## src/core/mas_pkg.sv

```systemverilog
package mas_pkg;
  // operation select codes
  typedef enum logic [3:0] {
    MAS_OP_NONE,
    MAS_OP_PTR_ADD,
    MAS_OP_AND_IMM,
    MAS_OP_ADD_IMM,
    MAS_OP_AND_REG,
    MAS_OP_ADD_REG,
    MAS_OP_ADC_REG,
    MAS_OP_ASR_REG,
    MAS_OP_BCLR_REG
  } mas_op_t;

  // widths
  localparam int unsigned DATA_W = 8;
  localparam int unsigned PTR_W = 16;
  localparam int unsigned PIMM_W = 6;
  localparam int unsigned FADDR_W = 7;
  localparam int unsigned BIDX_W = 3;
  localparam int unsigned NIB_MSB = 3;

  // destination bit encodings
  localparam logic DEST_ACC = 1'b0;
  localparam logic DEST_REG = 1'b1;

  // reset values
  localparam logic [7:0] ACC_RST = 8'h00;
  localparam logic [15:0] PTR_RST = 16'h0000;

  // one instruction request from the decoder
  typedef struct packed {
    mas_op_t op;
    logic dest;
    logic [7:0] imm;
    logic [6:0] faddr;
    logic [2:0] bidx;
    logic ptr_sel;
    logic [5:0] pimm;
  } mas_req_t;

  // status flags
  typedef struct packed {
    logic carry;
    logic low_nibble_flag;
    logic zero;
  } mas_flags_t;

  // file register write-back
  typedef struct packed {
    logic en;
    logic [6:0] addr;
    logic [7:0] data;
  } mas_fwr_t;
endpackage

```

## src/core/mas_adder.sv

```systemverilog
// 8-bit adder with nibble and byte carry outs
module mas_adder (
  // operands
  input wire logic [7:0] a_i,
  input wire logic [7:0] b_i,
  input wire logic cin_i,
  // results
  output logic [7:0] sum_o,
  output logic c3_o,
  output logic c7_o
);
  logic [4:0] lo; // low nibble sum with carry
  logic [4:0] hi; // high nibble sum with carry

  // two nibble stages so the digit carry falls out directly
  always_comb begin
    lo = {1'b0, a_i[3:0]} + {1'b0, b_i[3:0]} + {4'h0, cin_i};
    hi = {1'b0, a_i[7:4]} + {1'b0, b_i[7:4]} + {4'h0, lo[4]};
    sum_o = {hi[3:0], lo[3:0]};
    c3_o = lo[4];
    c7_o = hi[4];
  end
endmodule

```

## src/core/mas_alu.sv

```systemverilog
module mas_alu (
  // clock and reset
  input wire logic ref_clk_i,
  input wire logic reset_i,
  // instruction request
  input wire logic req_valid_i,
  input wire mas_pkg::mas_req_t req_i,
  // file register read data for faddr
  input wire logic [7:0] freg_rdata_i,
  // state
  output logic [7:0] acc_o,
  output mas_pkg::mas_flags_t flags_o,
  output logic [15:0] pointer_pair0_o,
  output logic [15:0] pointer_pair1_o,
  output mas_pkg::mas_fwr_t fwr_o
);
  logic [7:0] acc_r; // accumulator
  mas_pkg::mas_flags_t flags_r; // status flags
  logic [15:0] ptr_r [2]; // pointer pairs
  mas_pkg::mas_fwr_t fwr_r; // write-back strobe
  logic [7:0] add_b; // second adder operand
  logic add_cin; // adder carry in
  logic [7:0] add_sum; // adder sum
  logic add_c3; // carry out of bit 3
  logic add_c7; // carry out of bit 7
  logic [7:0] res; // result byte
  logic wr_acc; // result to accumulator
  logic wr_reg; // result to file register
  logic upd_z; // update zero
  logic upd_c; // update carry
  logic upd_dc; // update digit carry
  logic new_c; // new carry value
  logic [15:0] ptr_ext; // sign-extended pointer offset
  logic is_ptr; // pointer add active

  // the immediate add uses the literal, others the file register
  always_comb begin
    add_b = freg_rdata_i;
    add_cin = 1'b0;
    if (req_i.op == mas_pkg::MAS_OP_ADD_IMM) begin
      add_b = req_i.imm;
    end else if (req_i.op == mas_pkg::MAS_OP_ADC_REG) begin
      add_cin = flags_r.carry;
    end
  end

  // shared adder
  mas_adder u_add (
    .a_i(acc_r),
    .b_i(add_b),
    .cin_i(add_cin),
    .sum_o(add_sum),
    .c3_o(add_c3),
    .c7_o(add_c7)
  );

  // result and flag selection
  always_comb begin
    res = 8'h00;
    wr_acc = 1'b0;
    wr_reg = 1'b0;
    upd_z = 1'b0;
    upd_c = 1'b0;
    upd_dc = 1'b0;
    new_c = add_c7;
    is_ptr = 1'b0;
    if (req_valid_i) begin
      case (req_i.op)
        mas_pkg::MAS_OP_PTR_ADD: begin
          is_ptr = 1'b1;
        end
        mas_pkg::MAS_OP_AND_IMM: begin
          res = acc_r & req_i.imm;
          wr_acc = 1'b1;
          upd_z = 1'b1;
        end
        mas_pkg::MAS_OP_ADD_IMM: begin
          res = add_sum;
          wr_acc = 1'b1;
          upd_z = 1'b1;
          upd_c = 1'b1;
          upd_dc = 1'b1;
        end
        mas_pkg::MAS_OP_AND_REG: begin
          res = acc_r & freg_rdata_i;
          upd_z = 1'b1;
          wr_acc = (req_i.dest == mas_pkg::DEST_ACC);
          wr_reg = (req_i.dest == mas_pkg::DEST_REG);
        end
        mas_pkg::MAS_OP_ADD_REG,
        mas_pkg::MAS_OP_ADC_REG: begin
          res = add_sum;
          upd_z = 1'b1;
          upd_c = 1'b1;
          upd_dc = 1'b1;
          wr_acc = (req_i.dest == mas_pkg::DEST_ACC);
          wr_reg = (req_i.dest == mas_pkg::DEST_REG);
        end
        mas_pkg::MAS_OP_ASR_REG: begin
          res = {freg_rdata_i[7], freg_rdata_i[7:1]};
          new_c = freg_rdata_i[0];
          upd_z = 1'b1;
          upd_c = 1'b1;
          wr_acc = (req_i.dest == mas_pkg::DEST_ACC);
          wr_reg = (req_i.dest == mas_pkg::DEST_REG);
        end
        mas_pkg::MAS_OP_BCLR_REG: begin
          res = freg_rdata_i & ~(8'h01 << req_i.bidx);
          wr_reg = 1'b1;
        end
        default: begin
          res = 8'h00;
        end
      endcase
    end
  end

  // sign extension of the pointer offset
  always_comb begin
    ptr_ext = {{(mas_pkg::PTR_W - mas_pkg::PIMM_W){
      req_i.pimm[mas_pkg::PIMM_W - 1]}}, req_i.pimm};
  end

  // accumulator update
  always_ff @(posedge ref_clk_i) begin
    if (reset_i) begin
      acc_r <= mas_pkg::ACC_RST;
    end else if (wr_acc) begin
      acc_r <= res;
    end
  end

  // status flags update
  always_ff @(posedge ref_clk_i) begin
    if (reset_i) begin
      flags_r <= '0;
    end else begin
      if (upd_z) begin
        flags_r.zero <= (res == 8'h00);
      end
      if (upd_c) begin
        flags_r.carry <= new_c;
      end
      if (upd_dc) begin
        flags_r.low_nibble_flag <= add_c3;
      end
    end
  end

  // pointer pairs, 16-bit sum drops the carry so it wraps
  always_ff @(posedge ref_clk_i) begin
    if (reset_i) begin
      ptr_r[0] <= mas_pkg::PTR_RST;
      ptr_r[1] <= mas_pkg::PTR_RST;
    end else if (is_ptr) begin
      ptr_r[req_i.ptr_sel] <= 16'(ptr_r[req_i.ptr_sel] + ptr_ext);
    end
  end

  // file register write-back strobe, one cycle
  always_ff @(posedge ref_clk_i) begin
    if (reset_i) begin
      fwr_r <= '0;
    end else begin
      fwr_r.en <= wr_reg;
      fwr_r.addr <= req_i.faddr;
      fwr_r.data <= res;
    end
  end

  // outputs straight from flops
  assign acc_o = acc_r;
  assign flags_o = flags_r;
  assign pointer_pair0_o = ptr_r[0];
  assign pointer_pair1_o = ptr_r[1];
  assign fwr_o = fwr_r;

  // checks
  property p_ptr_flags;
    @(posedge ref_clk_i) disable iff (reset_i)
    is_ptr |=> flags_r == $past(flags_r);
  endproperty
  a_ptr_flags: assert property (p_ptr_flags)
    else $error("pointer add changed flags");

  property p_ptr_wrap;
    @(posedge ref_clk_i) disable iff (reset_i)
    (is_ptr && !req_i.ptr_sel) |=>
      ptr_r[0] == 16'($past(ptr_r[0]) + $past(ptr_ext));
  endproperty
  a_ptr_wrap: assert property (p_ptr_wrap)
    else $error("pointer pair sum wrong");

  property p_and_imm;
    @(posedge ref_clk_i) disable iff (reset_i)
    (req_valid_i && req_i.op == mas_pkg::MAS_OP_AND_IMM) |=>
      acc_r == ($past(acc_r) & $past(req_i.imm)) &&
      flags_r.carry == $past(flags_r.carry);
  endproperty
  a_and_imm: assert property (p_and_imm)
    else $error("immediate and wrong");

  property p_add_imm;
    @(posedge ref_clk_i) disable iff (reset_i)
    (req_valid_i && req_i.op == mas_pkg::MAS_OP_ADD_IMM) |=>
      {flags_r.carry, acc_r} == {1'b0, $past(acc_r)} + $past(req_i.imm);
  endproperty
  a_add_imm: assert property (p_add_imm)
    else $error("immediate add wrong");

  property p_dest_reg;
    @(posedge ref_clk_i) disable iff (reset_i)
    (wr_reg && req_i.op != mas_pkg::MAS_OP_BCLR_REG) |=>
      fwr_r.en && acc_r == $past(acc_r);
  endproperty
  a_dest_reg: assert property (p_dest_reg)
    else $error("register destination touched accumulator");

  property p_and_reg_z;
    @(posedge ref_clk_i) disable iff (reset_i)
    (req_valid_i && req_i.op == mas_pkg::MAS_OP_AND_REG) |=>
      flags_r.zero == (($past(acc_r) & $past(freg_rdata_i)) == 8'h00);
  endproperty
  a_and_reg_z: assert property (p_and_reg_z)
    else $error("register and zero flag wrong");

  property p_adc;
    @(posedge ref_clk_i) disable iff (reset_i)
    (req_valid_i && req_i.op == mas_pkg::MAS_OP_ADC_REG &&
     req_i.dest == mas_pkg::DEST_ACC) |=>
      {flags_r.carry, acc_r} == {1'b0, $past(acc_r)} +
        {1'b0, $past(freg_rdata_i)} + {8'h00, $past(flags_r.carry)};
  endproperty
  a_adc: assert property (p_adc)
    else $error("add with carry wrong");

  property p_asr;
    @(posedge ref_clk_i) disable iff (reset_i)
    (req_valid_i && req_i.op == mas_pkg::MAS_OP_ASR_REG) |=>
      flags_r.carry == $past(freg_rdata_i[0]);
  endproperty
  a_asr: assert property (p_asr)
    else $error("shift carry wrong");

  property p_bclr;
    @(posedge ref_clk_i) disable iff (reset_i)
    (req_valid_i && req_i.op == mas_pkg::MAS_OP_BCLR_REG) |=>
      fwr_r.en && !fwr_r.data[$past(req_i.bidx)] &&
      flags_r == $past(flags_r);
  endproperty
  a_bclr: assert property (p_bclr)
    else $error("bit clear wrong");

  // register add into the accumulator, carry out of bit 7 kept
  property p_add_reg;
    @(posedge ref_clk_i) disable iff (reset_i)
    (req_valid_i && req_i.op == mas_pkg::MAS_OP_ADD_REG &&
     req_i.dest == mas_pkg::DEST_ACC) |=>
      {flags_r.carry, acc_r} ==
        {1'b0, $past(acc_r)} + {1'b0, $past(freg_rdata_i)};
  endproperty
  a_add_reg: assert property (p_add_reg)
    else $error("register add wrong");

  // accumulator destination strobes no register write, except for bit clear
  property p_dest_acc;
    @(posedge ref_clk_i) disable iff (reset_i)
    (req_valid_i && req_i.op != mas_pkg::MAS_OP_BCLR_REG &&
     req_i.dest == mas_pkg::DEST_ACC) |=> !fwr_r.en;
  endproperty
  a_dest_acc: assert property (p_dest_acc)
    else $error("accumulator destination wrote register");

  // and operations leave carry and digit carry alone
  property p_and_keep;
    @(posedge ref_clk_i) disable iff (reset_i)
    (req_valid_i && (req_i.op == mas_pkg::MAS_OP_AND_REG ||
     req_i.op == mas_pkg::MAS_OP_AND_IMM)) |=>
      flags_r.carry == $past(flags_r.carry) &&
      flags_r.low_nibble_flag == $past(flags_r.low_nibble_flag);
  endproperty
  a_and_keep: assert property (p_and_keep)
    else $error("and changed carry flags");

  // digit carry from a plain low nibble sum
  property p_dc_imm;
    @(posedge ref_clk_i) disable iff (reset_i)
    (req_valid_i && req_i.op == mas_pkg::MAS_OP_ADD_IMM) |=>
      flags_r.low_nibble_flag ==
        ((5'h00 + $past(acc_r[3:0]) + $past(req_i.imm[3:0])) > 5'h0f);
  endproperty
  a_dc_imm: assert property (p_dc_imm)
    else $error("digit carry wrong");

  // zero flag agrees with a freshly written accumulator
  property p_zero_acc;
    @(posedge ref_clk_i) disable iff (reset_i)
    (upd_z && wr_acc) |=> flags_r.zero == (acc_r == 8'h00);
  endproperty
  a_zero_acc: assert property (p_zero_acc)
    else $error("zero flag disagrees with accumulator");

  // second pointer pair wraps, first one untouched
  property p_ptr1_wrap;
    @(posedge ref_clk_i) disable iff (reset_i)
    (is_ptr && req_i.ptr_sel) |=>
      ptr_r[1] == 16'($past(ptr_r[1]) + $past(ptr_ext)) &&
      ptr_r[0] == $past(ptr_r[0]);
  endproperty
  a_ptr1_wrap: assert property (p_ptr1_wrap)
    else $error("second pointer pair sum wrong");

  c_ptr: cover property (@(posedge ref_clk_i) is_ptr);
  c_adc: cover property (@(posedge ref_clk_i)
    req_valid_i && req_i.op == mas_pkg::MAS_OP_ADC_REG && flags_r.carry);
  c_asr: cover property (@(posedge ref_clk_i)
    req_valid_i && req_i.op == mas_pkg::MAS_OP_ASR_REG);
  c_add_to_reg: cover property (@(posedge ref_clk_i)
    req_valid_i && req_i.op == mas_pkg::MAS_OP_ADD_REG && wr_reg);
endmodule

```

## config.mk

```make
export PLATFORM = sky130hd
export DESIGN_NAME = mas_alu
export DESIGN_NICKNAME = d
export VERILOG_FILES = /design/src/core/mas_pkg.sv /design/src/core/mas_adder.sv /design/src/core/mas_alu.sv
export SDC_FILE = /design/constraint.sdc
export NUM_CORES = 1
export LEC_CHECK = 0
export BUFFER_PORTS_ARGS = -buffer_cell sky130_fd_sc_hd__clkbuf_2
export CORE_MARGIN = 10
export CORE_UTILIZATION = 45
export CTS_CLUSTER_SIZE = 16
export DETAILED_ROUTE_END_ITERATION = 7
export GPL_ROUTABILITY_DRIVEN = 1
export PLACE_DENSITY = 0.7
export SLEW_MARGIN = 30
export SYNTH_ARGS = -nofsm -noshare
export SYNTH_HDL_FRONTEND = slang
export SYNTH_SLANG_ARGS = --single-unit
```

## constraint.sdc

```tcl
create_clock -name ref_clk_i -period 5.2 [get_ports ref_clk_i]
set_clock_uncertainty 0.2 [all_clocks]
set_input_delay 0.52 -clock ref_clk_i [delete_from_list [all_inputs] [get_ports ref_clk_i]]
set_output_delay 0.52 -clock ref_clk_i [all_outputs]
set_load 0.02 [all_outputs]
```

==> qor.yml <==
status:
  status: "finished clean"
yosys:
  synth.largest_area_cell: "edfxtp_1"
  syn_inst: 358
  synthArstFlopShare: 0
  synth-edff-count: 32
  ys_warn_count: 0
  synth-main-ff-cell: "edfxtp_1"
  syn-cell-area_mm2: 0.003685
  synth_most_common_cell: "nor2_1"
  yosys-top-cells-area: "edfxtp_1 26%, dfxtp_1 15%, ha_1 7.1%"
  synth_cell_types: 55
  synth_common_cells: "52 x nor2_1, 32 x edfxtp_1, 27 x dfxtp_1"
  seq_area_frac_synth: 0.4075
  syn_area_per_cell_um2: 10.29
  syn-num-nets: 425
  synth-seq-cells: 59
  synth_top_area_frac: 0.2608
route:
  wl_per_cell_um: 17.06
  drc: 0
  wl_met3_um: 702
  vias: 3091
  dr.pass1.iters: 4
  vias_per_cell: 5.510
  drt-met1-wl_um: 4179
  first_iter_violations: 150
  wl_met2_um: 4563
  wl_um: 9571
  highest-signal-layer: "met4"
  drtAntennaViolNets: 0
timing:
  setup_slack_ps: 960.5
  slew_viol_final: 0
  worst_pin_slew_ps: 894.3
  slew_headroom: 0.4038
  tns_ps: 0
  hold_viol: 0
  fmax_mhz: 235.9
  min_period_ps: 4240
  finalSetupViolations: 0
  timing.hold.ws_ps: 193.9
  rsz0062_at_grt: "no"
  post-route-period-util: 0.8153
setup_path:
  critPathBufInv: 2
  worst-setup-path-type: "input port to flip-flop"
  setup.worst_path.start_class: "input port"
  path_cells: "clkbuf_2 -> nor2_1 -> and3_1 -> mux2_2 -> fa_1 -> fa_1 -> a21o_1 -> a21oi_1 -> fa_1 -> inv_1 -> fa_1 -> xor2_1 -> a221oi_2 -> nand3_1 -> o21ai_1 -> a32o_1"
  critical-path-slowest-cell: "fa_1"
  cp_common_cell: "fa_1"
  worst_setup_path_end_kind: "flip-flop"
  crit_family: "adder cells"
  crit_required_ps: 5280
  arrival_ps: 4320
  worst_path_largest_cell_delay_ps: 440
  crit_fanout: 11
global_route:
  grt_pass1_vias: 3227
  antenna_found_initial: 0
  grt_start_max_net_pins: 25
  grt_pass1_wl_um: 16430
  grt_use_total: 0.1590
  grt_remaining_overflow: 0
die:
  die-area_mm2: 0.01221
  rows: 32
  dieHeight_um: 110.5
  initial_utilization: 0.4695
  coreArea_mm2: 0.007848
  top_level_ports: 100
  die_w_um: 110.5
final_layout:
  n_fill_cell: 706
  drive_above_1_share: 0.3355
  post-route-util: 0.5652
  fin_nets: 521
  synthToLayoutAreaGrowth_pct: 20.37
  antenna_cells: 0
clock_network:
  ctsResizeCount: 0
  post_cts_buffers: 0
  postCtsHoldBufs: 0
  cts_root_buffer: "clkbuf_8"
  cts_htree_levels: 3
  clkLatencyLatePin_ps: 340
  clk_pin_slew_ps: 70
  clkSinkCount: 59
  cts_tree: "built"
  clockBufferDepth: 2
  numCtsBuffers: 9
power:
  power.total_w: 0.001210
  cellPowerDensity_mw_per_mm2: 272.7
  p_leak_nw: 1.978
  ir_worst_vdd_mv: 0.1499
place:
  port_buffers: 99
  gp_congestion: 0.9381
  dp_slack_ps: 635.0
  hpwl_um: 7259
min_path:
  min_path_type: "input port to flip-flop"
job:
  drv_cap: 0
==> cells by family after synthesis <==
logic type / synth area share
simple gates: 0.1752
compound gates: 0.1596
mux: 0.07606
flops: 0.4075
buf+inv: 0.03803
xor+xnor: 0.04516
fa+ha+maj: 0.09847
==> sequential cells by signal, summed over array words and instances, names as in the netlist <==
name     cells
acc_o        8
flags_o      3
fwr_o       16
ptr_r       32
==> metal layers <==
| layer | up-vias | global-route usage |
|---|---|---|
| li1 | 1502 | - |
| met1 | 1478 | 0.1922 |
| met2 | 99 | 0.2590 |
| met3 | 12 | 0.04862 |
| met4 | 0 | 0.05872 |
| met5 | - | 0 |
==> layout make-up <==
class                   instances  area [um2]  share of cell area
clock buffers                  12       156.4             0.03526
clock inverters                 4       47.55             0.01072
inverters                      13       48.80             0.01100
multi-input cells             270        2043              0.4606
flip-flops and latches         59        1501              0.3385
well taps                     102       127.6             0.02877
repair buffers                101       510.5              0.1151
==> final timing paths <==
kind | startpoint | endpoint | slack (ps) | cells past startpoint
worst max-delay path | req_i[28] | flags_o[0] | 960 | 16
worst min-delay path | req_i[12] | fwr_o[10] | 190 | 2
worst max register to register | flags_o[2] | flags_o[0] | 1590 | 14
worst min register to register | flags_o[2] | flags_o[2] | 340 | 2
==> cells in the final DEF, fill, tap and decap left out, drive strengths merged, types with 9 or more instances in the layout <==
cell type  Yosys  routed
a211oi         9       9
xnor2          9       9
o21ai         11      11
nor2          53      53
inv           13      13
nor2b         12      12
edfxtp        32      32
dfxtp         27      27
ha            21      21
a21oi         15      15
mux2          21      21
clkbuf        11     111
a221oi         9       9
nand2         22      22
xor2          10      10
==> report_power, final <==
group          internal [W]  switching [W]
registers          0.000510      0.0000124
logic              0.000103       0.000154
clock network      0.000249       0.000181
total              0.000862       0.000348
==> worst reg2reg max path, stage by stage (launching register included) <==
cell,delay (ps)
dfxtp_1,340
nand2_1,70
nor3_1,60
fa_1,420
fa_1,420
a21o_1,170
a21oi_1,240
fa_1,250
inv_1,60
fa_1,400
xor2_1,190
a221oi_2,310
nand3_1,120
o21ai_1,150
a32o_1,160
==> stage by stage <==
step,cell area [um2],instances
after floorplan,3685,358
after global placement,4232,545
after detailed placement,4232,545
after CTS,4436,561
after global routing,4436,561
final,4436,561
Note: power is estimated with default switching activity, not from simulation.
